### config.mk
export PLATFORM = sky130hd
export DESIGN_NAME = lup_user_ports
export DESIGN_NICKNAME = d
export VERILOG_FILES = /design/src/rtl/lup_pkg.sv /design/src/rtl/lup_maint_req.sv /design/src/rtl/lup_user_ports.sv
export SDC_FILE = /design/constraint.sdc
export NUM_CORES = 1
export LEC_CHECK = 0
export BUFFER_PORTS_ARGS = -buffer_cell sky130_fd_sc_hd__buf_2
export CORE_AREA = 5 5 184 186
export DETAILED_ROUTE_END_ITERATION = 7
export DIE_AREA = 0 0 189 191
export PLACE_DENSITY = 0.64
export SYNTH_ARGS = -nofsm -noshare
export SYNTH_HDL_FRONTEND = slang
export SYNTH_SLANG_ARGS = --single-unit
### constraint.sdc
create_clock -name i_clk -period 2.4 [get_ports i_clk]
set_input_delay 0.12 -clock i_clk [delete_from_list [all_inputs] [get_ports i_clk]]
set_output_delay 0.12 -clock i_clk [all_outputs]
set_load 0.005 [all_outputs]
### src/rtl/lup_pkg.sv
// package: constants for the logical-layer user port arrangement
package lup_pkg;
    localparam int DATA_W = 64;
    localparam int DEST_W = 16;
    localparam int PRIO_W = 2;
    localparam int TID_W = 8;
    localparam int MAINT_ADDR_W = 24;
    // packet type field sits in bits 55:52 of the first beat of a fully-formed packet
    localparam int FTYPE_LSB = 52;
    localparam int FTYPE_W = 4;
    localparam logic [FTYPE_W-1:0] FTYPE_NREAD = 4'h2;
    localparam logic [FTYPE_W-1:0] FTYPE_WRITE = 4'h5;
    localparam logic [FTYPE_W-1:0] FTYPE_SWRITE = 4'h6;
    localparam logic [FTYPE_W-1:0] FTYPE_MAINT = 4'h8;
    localparam logic [FTYPE_W-1:0] FTYPE_DOORBELL = 4'hA;
    localparam logic [FTYPE_W-1:0] FTYPE_MESSAGE = 4'hB;
    localparam logic [FTYPE_W-1:0] FTYPE_RESPONSE = 4'hD;
    // header-split header word: ftype, prio, crf, tid, dest
    localparam int HDR_FTYPE_LSB = 60;
    localparam int HDR_PRIO_LSB = 58;
    localparam int HDR_CRF_BIT = 57;
    localparam int HDR_TID_LSB = 48;
    localparam int HDR_DEST_LSB = 32;
    localparam logic [3:0] MAINT_BYTE_EN = 4'hF;
    localparam logic [TID_W-1:0] TID_RESET = 8'h00;
    typedef enum logic [1:0] {ROUTE_IO, ROUTE_MSG, ROUTE_USER} route_e;
endpackage : lup_pkg

### src/rtl/lup_maint_req.sv
// remote maintenance request header builder with transaction id counter
module lup_maint_req
    import lup_pkg::*;
(
    input wire logic i_clk,
    input wire logic i_resetn,
    input wire logic i_req,
    input wire logic [lup_pkg::DEST_W-1:0] i_dest,
    input wire logic [lup_pkg::PRIO_W-1:0] i_prio,
    input wire logic i_crf,
    input wire logic i_write,
    output logic [lup_pkg::DATA_W-1:0] o_hdr,
    output logic o_hdr_valid
);
    import lup_pkg::*;

    logic [TID_W-1:0] tid;

    // tid advances on each request and wraps naturally at field width
    always_ff @(posedge i_clk) begin
        if (!i_resetn) begin
            tid <= TID_RESET;
        end else if (i_req) begin
            tid <= tid + TID_W'(1);
        end
    end

    // header fields come from the request information register, tid from the counter
    always_ff @(posedge i_clk) begin
        if (!i_resetn) begin
            o_hdr <= '0;
            o_hdr_valid <= 1'b0;
        end else begin
            o_hdr_valid <= i_req;
            if (i_req) begin
                o_hdr <= '0;
                o_hdr[HDR_FTYPE_LSB +: FTYPE_W] <= FTYPE_MAINT;
                o_hdr[HDR_PRIO_LSB +: PRIO_W] <= i_prio;
                o_hdr[HDR_CRF_BIT] <= i_crf;
                o_hdr[HDR_TID_LSB +: TID_W] <= tid;
                o_hdr[HDR_DEST_LSB +: DEST_W] <= i_dest;
                o_hdr[0] <= i_write;
            end
        end
    end
endmodule : lup_maint_req

### src/rtl/lup_user_ports.sv
// logical-layer user port router: i/o, messaging, user-defined and maintenance
module lup_user_ports
    import lup_pkg::*;
#(
    parameter bit CONDENSED_IO = 1'b1,
    parameter bit USER_PORT_EN = 1'b1,
    parameter bit MSG_ON_IO = 1'b0,
    parameter bit IO_SPLIT_FMT = 1'b1
) (
    input wire logic i_clk,
    input wire logic i_resetn,
    // inbound fully-formed stream from the buffer layer
    input wire logic i_rx_valid,
    input wire logic [lup_pkg::DATA_W-1:0] i_rx_data,
    input wire logic i_rx_last,
    input wire logic [lup_pkg::PRIO_W-1:0] i_rx_prio,
    output logic o_rx_ready,
    // i/o receive channel (iorx, or treq in initiator/target form)
    output logic o_io_valid,
    output logic [lup_pkg::DATA_W-1:0] o_io_data,
    output logic o_io_last,
    output logic o_io_hdr,
    input wire logic i_io_ready,
    // initiator response channel, used only in initiator/target form
    output logic o_iresp_valid,
    output logic [lup_pkg::DATA_W-1:0] o_iresp_data,
    output logic o_iresp_last,
    input wire logic i_iresp_ready,
    // message target request channel
    output logic o_msg_valid,
    output logic [lup_pkg::DATA_W-1:0] o_msg_data,
    output logic o_msg_last,
    input wire logic i_msg_ready,
    // user-defined receive channel, fully-formed only
    output logic o_user_valid,
    output logic [lup_pkg::DATA_W-1:0] o_user_data,
    output logic o_user_last,
    input wire logic i_user_ready,
    // maintenance request in, written from the configuration side
    input wire logic i_maint_req,
    input wire logic i_maint_remote,
    input wire logic i_maint_write,
    input wire logic [lup_pkg::MAINT_ADDR_W-1:0] i_maint_addr,
    input wire logic [3:0] i_maint_strb,
    input wire logic [lup_pkg::DEST_W-1:0] i_req_dest,
    input wire logic [lup_pkg::PRIO_W-1:0] i_req_prio,
    input wire logic i_req_crf,
    output logic o_maint_err,
    // configuration master forward and remote header out
    output logic o_cfg_valid,
    output logic o_cfg_write,
    output logic [lup_pkg::MAINT_ADDR_W-1:0] o_cfg_addr,
    output logic [lup_pkg::DATA_W-1:0] o_remote_hdr,
    output logic o_remote_hdr_valid
);
    import lup_pkg::*;

    typedef enum logic [1:0] {IDLE, HDR, BODY} rx_state_e;

    rx_state_e state;
    route_e route;
    logic [DATA_W-1:0] held;
    logic held_last;
    logic [FTYPE_W-1:0] ftype;
    route_e next_route;
    logic is_resp;
    logic next_is_resp;
    logic maint_ok;
    logic sink_ready;
    logic sink_valid;
    logic held_new;
    logic to_hdr;
    logic [DATA_W-1:0] split_hdr;

    // build-time check of options: messages may only share the condensed channel
    if (!CONDENSED_IO && MSG_ON_IO) begin : g_bad_options
        $error("messages on i/o need the condensed channel in this build");
    end

    // split format emits a standard header beat first, except on the user port
    assign to_hdr = IO_SPLIT_FMT && next_route != ROUTE_USER;

    // standard header word shared by every split channel
    always_comb begin
        split_hdr = '0;
        split_hdr[HDR_FTYPE_LSB +: FTYPE_W] = ftype;
        split_hdr[HDR_PRIO_LSB +: PRIO_W] = i_rx_prio;
    end

    assign ftype = i_rx_data[FTYPE_LSB +: FTYPE_W];

    // classify the first beat; unknown types fall to the user port if present
    always_comb begin
        next_route = ROUTE_IO;
        next_is_resp = 1'b0;
        case (ftype)
            FTYPE_NREAD, FTYPE_WRITE, FTYPE_SWRITE, FTYPE_MAINT, FTYPE_DOORBELL: begin
                next_route = ROUTE_IO;
            end
            FTYPE_RESPONSE: begin
                next_route = ROUTE_IO;
                next_is_resp = !CONDENSED_IO;
            end
            FTYPE_MESSAGE: begin
                next_route = MSG_ON_IO ? ROUTE_IO : ROUTE_MSG;
            end
            default: begin
                next_route = USER_PORT_EN ? ROUTE_USER : ROUTE_IO;
            end
        endcase
    end

    // the sink chosen for the current packet
    always_comb begin
        sink_ready = 1'b0;
        case (route)
            ROUTE_IO: sink_ready = is_resp ? i_iresp_ready : i_io_ready;
            ROUTE_MSG: sink_ready = i_msg_ready;
            default: sink_ready = i_user_ready;
        endcase
    end

    assign sink_valid = o_io_valid || o_iresp_valid || o_msg_valid || o_user_valid;
    assign maint_ok = (i_maint_strb == MAINT_BYTE_EN);

    // receive sequencing: one beat held at a time, header beat first in split format except on the user port
    always_ff @(posedge i_clk) begin
        if (!i_resetn) begin
            state <= IDLE;
            route <= ROUTE_IO;
            is_resp <= 1'b0;
            held <= '0;
            held_last <= 1'b0;
            held_new <= 1'b0;
            o_rx_ready <= 1'b0;
        end else begin
            case (state)
                IDLE: begin
                    o_rx_ready <= 1'b1;
                    if (i_rx_valid && o_rx_ready) begin
                        route <= next_route;
                        is_resp <= next_is_resp;
                        held <= i_rx_data;
                        held_last <= i_rx_last;
                        o_rx_ready <= 1'b0;
                        state <= to_hdr ? HDR : BODY;
                        // the header path sends the held beat when the header is accepted
                        held_new <= !to_hdr;
                    end
                end
                HDR: begin
                    if (sink_valid && sink_ready) begin
                        state <= BODY;
                    end
                end
                default: begin
                    if (held_new) begin
                        // fresh beat goes out on this edge; without this it would repeat
                        held_new <= 1'b0;
                    end else if (sink_valid && sink_ready) begin
                        state <= held_last ? IDLE : BODY;
                        o_rx_ready <= !held_last;
                    end else if (!sink_valid && o_rx_ready && i_rx_valid) begin
                        held <= i_rx_data;
                        held_last <= i_rx_last;
                        held_new <= 1'b1;
                        o_rx_ready <= 1'b0;
                    end
                end
            endcase
        end
    end

    // output registers; header beat packs type and priority into one layout
    always_ff @(posedge i_clk) begin
        if (!i_resetn) begin
            o_io_valid <= 1'b0;
            o_io_data <= '0;
            o_io_last <= 1'b0;
            o_io_hdr <= 1'b0;
            o_iresp_valid <= 1'b0;
            o_iresp_data <= '0;
            o_iresp_last <= 1'b0;
            o_msg_valid <= 1'b0;
            o_msg_data <= '0;
            o_msg_last <= 1'b0;
            o_user_valid <= 1'b0;
            o_user_data <= '0;
            o_user_last <= 1'b0;
        end else if (sink_valid && !sink_ready) begin
            // hold under back-pressure
        end else begin
            o_io_valid <= 1'b0;
            o_iresp_valid <= 1'b0;
            o_msg_valid <= 1'b0;
            o_user_valid <= 1'b0;
            if (i_rx_valid && o_rx_ready && state == IDLE && to_hdr) begin
                // header beat: standardized fields, payload follows later
                o_io_data <= split_hdr;
                o_msg_data <= split_hdr;
                o_io_hdr <= 1'b1;
                o_io_last <= 1'b0;
                o_msg_last <= 1'b0;
                o_io_valid <= (next_route == ROUTE_IO) && !next_is_resp;
                o_iresp_valid <= (next_route == ROUTE_IO) && next_is_resp;
                o_iresp_data <= split_hdr;
                o_iresp_last <= 1'b0;
                o_msg_valid <= next_route == ROUTE_MSG;
            end else if ((state == BODY && held_new) || state == HDR) begin
                // fully-formed beat, sent as held; i_rx_prio is not passed on with it
                o_io_hdr <= 1'b0;
                o_io_data <= held;
                o_io_last <= held_last;
                o_iresp_data <= held;
                o_iresp_last <= held_last;
                o_msg_data <= held;
                o_msg_last <= held_last;
                o_user_data <= held;
                o_user_last <= held_last;
                o_io_valid <= route == ROUTE_IO && !is_resp;
                o_iresp_valid <= route == ROUTE_IO && is_resp;
                o_msg_valid <= route == ROUTE_MSG;
                o_user_valid <= route == ROUTE_USER && USER_PORT_EN;
            end
        end
    end

    // maintenance forward: only full-word accesses reach the configuration master
    always_ff @(posedge i_clk) begin
        if (!i_resetn) begin
            o_cfg_valid <= 1'b0;
            o_cfg_write <= 1'b0;
            o_cfg_addr <= '0;
            o_maint_err <= 1'b0;
        end else begin
            o_cfg_valid <= i_maint_req && maint_ok;
            o_maint_err <= i_maint_req && !maint_ok;
            if (i_maint_req) begin
                o_cfg_write <= i_maint_write;
                o_cfg_addr <= i_maint_addr;
            end
        end
    end

    // remote requests get their header built from the information register
    lup_maint_req u_maint_req (
        .i_clk(i_clk),
        .i_resetn(i_resetn),
        .i_req(i_maint_req && maint_ok && i_maint_remote),
        .i_dest(i_req_dest),
        .i_prio(i_req_prio),
        .i_crf(i_req_crf),
        .i_write(i_maint_write),
        .o_hdr(o_remote_hdr),
        .o_hdr_valid(o_remote_hdr_valid)
    );
endmodule : lup_user_ports

# Word level (Yosys, flattened, before mapping)
# Cells that the tools add are included.
# word_totals
ff_bits,270
wordCells,119
input_bits,124
# classes
bitwise_logic,3
n_eq_ne,19
addsub,1
n_mux,41
reduce_logical,34
# ops
cell,n
$mux W64,6
$pmux W64 S2,1
$mux W1,22
$eq A4 B4 Y1 const B,5
$mux W2,6
$logic_and A1 B1 Y1,11
$add A8 B1 Y8 const B,1
$eq A4 B3 Y1 const B,2
$pmux W1 S2,4
$pmux W2 S2,2
$eq A2 B1 Y1 const B,3
$logic_not A2 Y1,3
$ne A2 B2 Y1 const B,3
$reduce_and A2 Y1,3
$reduce_and A3 Y1,2
$reduce_bool A2 Y1,3
$reduce_or A6 Y1,1
$logic_not A1 Y1,5
$reduce_and A5 Y1,1
$eq A2 B2 Y1 const B,2
$eq A4 B2 Y1 const B,1
$ne A2 B1 Y1 const B,2
$reduce_and A4 Y1,1
$logic_or A1 B1 Y1,3
3 further kinds,5

# Depth between registers and ports, before layout
# Gate-level depths: netlist of the first run.
# logic_depth
ltp_word,9
depth_mapped,10

# Hierarchy
# From an unflattened synthesis of the first run, not the netlist that was laid out.
# unflattened
cells_unflattened,1200
hier_area_um2,11045.6
# modules_own_cells
mod,instances,area_per_inst_um2,seq_area_each_um2,cells_per_inst
lup_user_ports,1,9312.7,4644.5,1032
lup_maint_req,1,1732.9,760.7,168

# Worst setup path before layout of the first run
# Ideal clock, no wire load.
# synth_path
kind,reg-to-reg
from,register o_user_valid
to,register o_msg_data[35] in the netlist's numbering
path_buffers,3
synth_period_minus_slack_ns,1.810
arrival_time_ns,1.692
path_slack_ns,0.590
stages_incl_launch_ff,8
path_cell_list,dfxtp_1 -> or3_1 -> o211a_1 -> buf_6 -> a21o_1 -> buf_2 -> buf_6 -> a32o_1
# synth_between
elab_chain_cells,4
# synth_rtl
element,line_no,rtl
"start, declared",lup_user_ports.sv:35,"output logic o_user_valid,"
"start signal, assigned",lup_user_ports.sv:223,o_user_valid <= route == ROUTE_USER && USER_PORT_EN;
$logic_or A1 B1 Y1,lup_user_ports.sv:123,assign sink_valid = o_io_valid || o_iresp_valid || o_msg_valid || o_user_valid;
$logic_and A1 B1 Y1,lup_user_ports.sv:190,end else if (sink_valid && !sink_ready) begin
$not A1 Y1 (no source line),--,
$reduce_and A2 Y1 (no source line),--,
"end signal, assigned",lup_user_ports.sv:200,o_msg_data <= split_hdr;
"end signal, assigned",lup_user_ports.sv:216,o_msg_data <= held;
"end, declared",lup_user_ports.sv:31,"output logic [lup_pkg::DATA_W-1:0] o_msg_data,"
# Every way passes these cells.
# A chain may end at the register's enable or synchronous reset.

# Worst setup path after layout of the first run
# layout_path
from,register o_user_valid
to,register o_msg_data[34] in the netlist's numbering
# Same word-level chain as after synthesis.

==> flow_summary.yaml, run 1 <==
outcome:
  status: "completed"
yosys:
  syn_area_per_cell_sq_um: 9.092
  syn_area_sq_um: 11140
  yosysUniqueCellTypes: 46
  syn_inst: 1225
  yosys_warnings: 0
  yosysSeqAreaShare: 0.4853
  ys.flop_type: "dfxtp_1"
  synth-async-reset-ratio: 0
  ys_ff_latch: 270
  synth-edff-count: 0
  synth.largest_area_cell: "dfxtp_1"
  yosys.cell_count.top_type: "nand2_1"
  yosys-top-cells-count: "nand2_1 (303), dfxtp_1 (270), buf_4 (168)"
  synth_top_cell_area_share: 0.4853
  synth_area_leaders: "dfxtp_1 (49%), buf_4 (11%), nand2_1 (10%)"
setup_path:
  worstPathRequired_ps: 2890
  cp.arrival_ps: 2680
  critPathKind: "register to register"
  worstSetupEndpointType: "register"
  start_kind: "register"
  crit_fanout: 39
clock_tree:
  post_cts_resized: 0
  ctsLongestPathBuffers: 3
  htreeDepth: 1
  path_clk_slew_ps: 60
  cts_tree: "built"
  numCtsBuffers: 30
  insertion_delay_ps: 550
  clkSinkCount: 270
  root_buffer: "clkbuf_16"
global_route:
  gr-usage-all-layers: 0.1764
  grt_max_degree: 112
  grt_pass1_wl_um: 51910
  overflow: 0
  antenna_found_initial: 2
  grt_pass1_vias: 9635
drt:
  drt_wl_total_um: 34520
  drt_first_pass_iters: 4
  route.detailed.drc: 0
  vias: 9765
  drtIter0Drc: 362
  wl_per_cell_um: 16.65
  drtAntennaViolNets: 0
  vias_per_cell: 4.711
floorplan:
  die_w_um: 189
  num_io_pins: 482
  die_h_um: 191
  fp.dieArea_sq_um: 36100
  rows: 66
  core_area_sq_um: 32120
  start_util: 0.3467
sta:
  slew_headroom: 0.6014
  slew_viol_final: 0
  finalCritPeriodShare: 0.9108
  setup_violations: 0
  rsz0062_at_grt: "false"
  hold-worst-slack_ps: 38.36
  max_freq_mhz: 457.5
  fin_worst_skew_ps: 8.238
  setup-tns-final_ps: 0
  worst_pin_slew_ps: 598.0
  period_needed_ps: 2186
  hold_viol: 0
placement:
  dp_hpwl_um: 22130
  gp_congestion: 0.7882
  placed_area_sq_um: 12610
  portBuffers: 444
final_layout:
  nNetsFinal: 1766
  drive_above_1_share: 0.3113
  syn_to_final_growth_pct: 34.65
  post-route-cell-area_sq_um: 15000
pwr:
  leakage_nw: 6.968
  powerDensity_nw_per_um2: 692.8
  ir_drop_mv: 0.5293
min_path:
  hp-class: "primary input to register"
job:
  cap_violations: 0
[cell usage in the layout (no fill, tap or decap), types with 6 or more instances in the layout]
cell type	synthesis	final
nor2b_1	30	30
a21oi_1	31	31
conb_1	1	36
dlygate4sd3_1	0	137
a21boi_0	137	137
a222oi_1	6	6
nand2_1	303	303
buf_2	20	443
a21boi_1	6	6
and2_1	7	6
a32o_1	59	59
clkbuf_16	0	31
nor2_1	32	31
dfxtp_1	270	270
mux2i_1	26	26
buf_12	0	7
clkbuf_1	50	8
nand3_1	9	9
buf_4	168	10
[critical path, stage by stage (launching register included)]
cell and delay [ps]:
dfxtp_1 330, or3_1 430, o211a_1 320, nor2_8 190
and2_2 160, buf_4 450, a32o_1 200
[through the flow]
step	util	setup WS [ps]	total power, mW	instances
2_1_floorplan	-	590.2	5.336	1260
3_3_place_gp	0.3927	251.3	5.649	1880
3_5_place_dp	0.3927	204.6	5.661	1880
4_1_cts	0.4668	200.0	10.53	2072
5_1_grt	0.4669	81.56	10.81	2073
6_report	0.4669	214.0	10.39	2073
[power by group]
part,internal [mW],switching [mW]
sequential,4.62,0.106
clock,2.81,1.85
combinational,0.463,0.545
total,7.89,2.50
[area by class of cell]
class,count,area [sq um]
Antenna cell,1,2.502
Fill cell,3010,17130
Clock inverter,12,150.1
Clock buffer,43,860.8
Timing Repair Buffer,598,3815
Inverter,3,11.26
Tap cell,408,510.5
Multi-Input combinational cell,738,4243
Sequential cell,270,5405
[routing by layer]
metal / track usage / wire, um
met1: 0.2048 / 13840
met2: 0.3168 / 17030
met3: 0.04638 / 2573
met4: 0.05774 / 1059
met5: 0 / 11
[flip-flops by register name (all words and copies together) (netlist names), 2 cells and up]
register / count
u_maint_req.o_hdr: 29
o_msg_data: 64
o_cfg_addr: 24
o_user_data: 64
u_maint_req.tid: 8
route: 2
state: 2
held: 64
[cells by family after synthesis]
group | share of synthesized area
AOI/OAI and AO/OA | 0.1839
xor gates and xnor gates | 0.003932
adders and majority gates | 0.001123
buffers and inverters | 0.1465
DFF | 0.4853
muxes | 0.02539
other | 0.0003367
and+or+nand+nor | 0.1536
[final timing paths]
check / startpoint / end / slack (ps) / cells after the start
min reg2reg: o_user_data[28] / o_user_data[28] / 450 / 2
max: o_user_valid / o_msg_data[34] / 210 / 6
min: i_maint_remote / u_maint_req.o_hdr_valid / 40 / 4
max reg2reg: o_user_valid / o_msg_data[34] / 210 / 6
[what timing repair did]
action / 4_1_cts / 5_1_grt
endpoints found under the hold margin: 129 / 0
buffers inserted: 0 / 0
hold buffers: 137 / 0
No activity file was read; power rests on OpenSTA's default activity.
==> inputs of run 2 (changes only) <==
Settings changed: BUFFER_PORTS_ARGS -buffer_cell sky130_fd_sc_hd__buf_2 to -buffer_cell sky130_fd_sc_hd__clkbuf_2.
==> flow_summary.yaml, run 2 (synthesized netlist as in run 1, its figures left out) <==
drt:
  route.detailed.drc: 0
  vias: 9664
  drtAntennaViolNets: 0
  drt_first_pass_iters: 6
  drtIter0Drc: 402
  drt_wl_total_um: 33980
  vias_per_cell: 4.698
  wl_per_cell_um: 16.52
final_layout:
  nNetsFinal: 1749
  syn_to_final_growth_pct: 33.75
  post-route-cell-area_sq_um: 14900
  layout_common_cells: "clkbuf_2 (443), nand2_1 (303), dfxtp_1 (270)"
  seqCellArea_sq_um: 5405
  final_common_cell: "clkbuf_2"
  multi_input_area_sq_um: 4243
  top_regs: "held: 64 flops, o_msg_data: 64 flops, o_user_data: 64 flops"
  drive_above_1_share: 0.3163
  utilization: 0.4637
  fillers: 3044
clock_tree:
  postCtsSetupRepairBufs: 0
  numCtsBuffers: 30
  ctsLongestPathBuffers: 3
  htreeDepth: 1
  insertion_delay_ps: 550
  post_cts_resized: 0
  cts_tree: "built"
  clkSinkCount: 270
  root_buffer: "clkbuf_16"
  path_clk_slew_ps: 60
outcome:
  status: "completed"
min_path:
  hp-class: "primary input to register"
sta:
  setup-tns-final_ps: 0
  hold_viol: 0
  fin_worst_skew_ps: 17.97
  slew_viol_final: 0
  hold-worst-slack_ps: 62.66
  setup_violations: 0
  finalCritPeriodShare: 0.9080
  max_freq_mhz: 458.9
  rsz0062_at_grt: "false"
  period_needed_ps: 2179
global_route:
  overflow: 0
  grt_pass1_vias: 9520
  grt_max_degree: 107
  gr-usage-all-layers: 0.1761
  grt_pass1_wl_um: 51910
  antenna_found_initial: 3
floorplan:
  rows: 66
  fp.dieArea_sq_um: 36100
  num_io_pins: 482
  die_h_um: 191
  die_w_um: 189
  start_util: 0.3467
  core_area_sq_um: 32120
pwr:
  leakage_nw: 6.620
  power_mw: 10.50
  powerDensity_nw_per_um2: 704.8
  ir_drop_mv: 0.5179
placement:
  placed_area_sq_um: 12660
  dp_hpwl_um: 22310
  portBuffers: 444
  gp_congestion: 0.7942
setup_path:
  worstPathRequired_ps: 2880
  regToRegSetupSlack_ps: 220
  critPathKind: "register to register"
  crit_fanout: 47
  start_kind: "register"
  cp.arrival_ps: 2660
  worstSetupEndpointType: "register"
job:
  cap_violations: 0
==> run 2: metrics by stage <==
| stage | instances | setup slack, ps |
|---|---|---|
| after floorplan | 1260 | 590.2 |
| after global routing | 2057 | 112.1 |
| after detailed placement | 1881 | 237.4 |
| after CTS | 2055 | 218.5 |
| final | 2057 | 220.8 |
| after global placement | 1881 | 293.5 |
==> run 2: area by class of cell <==
| type | count | share of cell area |
|---|---|---|
| Antenna cell | 2 | 0.0003360 |
| Clock buffer | 42 | 0.05821 |
| Clock inverter | 13 | 0.01176 |
| Inverter | 3 | 0.0007559 |
| Multi-Input combinational cell | 738 | 0.2848 |
| Sequential cell | 270 | 0.3628 |
| Tap cell | 408 | 0.03427 |
| Timing Repair Buffer | 581 | 0.2470 |
==> run 2: critical path, stage by stage (launching register included) <==
cell     delay [ps]
dfxtp_1         330
or3_1           430
o211a_1         320
nor2_8          310
and2_2          230
buf_12          270
a32o_1          170
==> run 2: final timing paths <==
kind / from / to / depth (start not counted)
hold reg to reg: o_user_data[31] / o_user_data[31] / 2
hold / removal: i_maint_remote / u_maint_req.o_hdr_valid / 4
setup / recovery: o_user_valid / o_msg_data[29] / 6
setup reg to reg: o_user_valid / o_msg_data[29] / 6
==> run 2: timing repair <==
item / CTS / global route
setup endpoints to repair: 0 / 0
hold buffers: 119 / 0
hold endpoints to repair: 119 / 0
==> run 2: power breakdown <==
group	leakage [nW]	switching [mW]	internal (mW)
Clock	0.514	1.83	2.94
Sequential	2.19	0.108	4.62
Combinational	3.92	0.545	0.459
==> run 2: routing by layer <==
layer / vias to the layer above / routed length, um / global-route usage
li1: 4719 / - / -
met1: 4526 / 13760 / 0.2114
met2: 360 / 16570 / 0.3071
met3: 57 / 2747 / 0.04894
met4: 2 / 901 / 0.05493
met5: - / 7 / 0
==> inputs of run 3 (changes only) <==
Settings changed: CELL_PAD_IN_SITES_DETAIL_PLACEMENT set to 0, CELL_PAD_IN_SITES_GLOBAL_PLACEMENT set to 2, CORE_AREA 5 5 184 186 to not set, CORE_MARGIN set to 8, CORE_UTILIZATION set to 27, DIE_AREA 0 0 189 191 to not set, PLACE_DENSITY 0.64 to 0.82.
==> flow_summary.yaml, run 3 (synthesized netlist as in run 1, its figures left out) <==
sta:
  slew_viol_final: 0
  slew_headroom: 0.5162
  rsz0062_at_grt: "false"
  setup-tns-final_ps: 0
  hold_viol: 0
  setup_violations: 0
  fin_worst_skew_ps: 5.578
  period_needed_ps: 2174
  worst_pin_slew_ps: 725.7
  max_freq_mhz: 460.0
  finalCritPeriodShare: 0.9058
final_layout:
  syn_to_final_growth_pct: 34.69
  post-route-cell-area_sq_um: 15000
  final_common_cell: "clkbuf_2"
  fin_cells: 2178
  nNetsFinal: 1747
  top_regs: "held: 64 flops, o_msg_data: 64 flops, o_user_data: 64 flops"
  layout_common_cells: "clkbuf_2 (443), nand2_1 (303), dfxtp_1 (270)"
  drive_above_1_share: 0.3175
  utilization: 0.3682
global_route:
  antenna_found_initial: 3
  grt_pass1_wl_um: 55190
  grt_max_degree: 122
  overflow: 0
  met1_usage: 0.1697
  gr-usage-all-layers: 0.1436
  grtUsageMet2: 0.2517
  use_met3: 0.03773
  grt_pass1_vias: 9723
  grt-busiest-layer: "met2"
floorplan:
  start_util: 0.2734
  fp.dieArea_sq_um: 48010
  die_h_um: 219.1
  die_w_um: 219.1
  num_io_pins: 482
  core_area_sq_um: 40740
  rows: 74
setup_path:
  cp.arrival_ps: 2650
  crit_fanout: 43
  start_kind: "register"
  crit_slowest_cell: "buf_4"
  path_cells: "mux2i_1 > o211a_1 > or2_2 > buf_4 > nand2_1 > a21boi_0"
  slowest_delay_ps: 480
  worstSetupEndpointType: "register"
  critPathKind: "register to register"
  worstPathRequired_ps: 2870
drt:
  wl_per_cell_um: 17.05
  vias_per_cell: 4.375
  route.detailed.drc: 0
  drtAntennaViolNets: 0
  drt_first_pass_iters: 6
  drt_wl_total_um: 37140
  vias: 9528
  drtIter0Drc: 446
pwr:
  ir_drop_mv: 0.4649
  powerDensity_nw_per_um2: 720.1
  leakage_nw: 6.592
  power_mw: 10.80
placement:
  gp_congestion: 0.7534
  dp_hpwl_um: 25110
  portBuffers: 444
  dp.cells: 2005
  placed_area_sq_um: 12740
clock_tree:
  htreeDepth: 1
  path_clk_slew_ps: 60
  ctsLongestPathBuffers: 3
  post_cts_resized: 0
  numCtsBuffers: 31
  insertion_delay_ps: 560
  cts_tree: "built"
  clkSinkCount: 270
  root_buffer: "clkbuf_16"
outcome:
  status: "completed"
job:
  cap_violations: 0
min_path:
  hp-class: "primary input to register"
-- run 3: stage by stage --
stage | hold WS (ps) | worst slack, ps
finish | 64.81 | 226.0
global route | 68.00 | 11.98
CTS | 22.35 | 194.2
detailed placement | 362.2 | 267.8
global placement | 355.4 | 293.9
floorplan | 264.9 | 590.2
-- run 3: final timing paths --
kind | slack, ps | start | endpoint | cells after the start
min | 60 | i_maint_strb[0] | o_cfg_valid | 3
max reg2reg | 230 | route[0] | o_user_data[10] | 6
max | 230 | route[0] | o_user_data[10] | 6
min reg2reg | 450 | o_user_data[29] | o_user_data[29] | 2
-- run 3: metal layers --
metal  vias up  wire, um  part of all wire
li1       4718         -                 -
met1      4452     15380              0.41
met2       308     18190              0.49
met3        48      2731             0.074
met4         2       823             0.022
met5         -        17           0.00046
-- run 3: timing repair --
item                                   4_1_cts  5_1_grt
endpoints found under the hold margin      131        0
buffers inserted                             0        0
hold buffers                               116        0
-- run 3: layout make-up --
| cell class | instances | area, sq um |
|---|---|---|
| antenna | 2 | 5.005 |
| clock buffer | 42 | 877.1 |
| tap | 532 | 665.6 |
| timing repair buffer | 578 | 3575 |
| inverter | 3 | 11.26 |
| fill | 4233 | 25740 |
| sequential | 270 | 5405 |
| multi-input combinational | 738 | 4243 |
| clock inverter | 13 | 220.2 |
-- run 3: report_power, final --
part	switching, mW	internal, mW	total, mW
clock network	1.90	3.18	5.07
registers	0.107	4.62	4.72
logic	0.565	0.440	1.01
-- run 3: worst max-delay path, delay by kind of cell, from the launching register on --
family	cells	cell delay [ps]
buffers and inverters	1	480
flip-flops	1	390
AO/OA/AOI/OAI	2	610
multiplexers	1	290
AND/OR/NAND/NOR	2	290
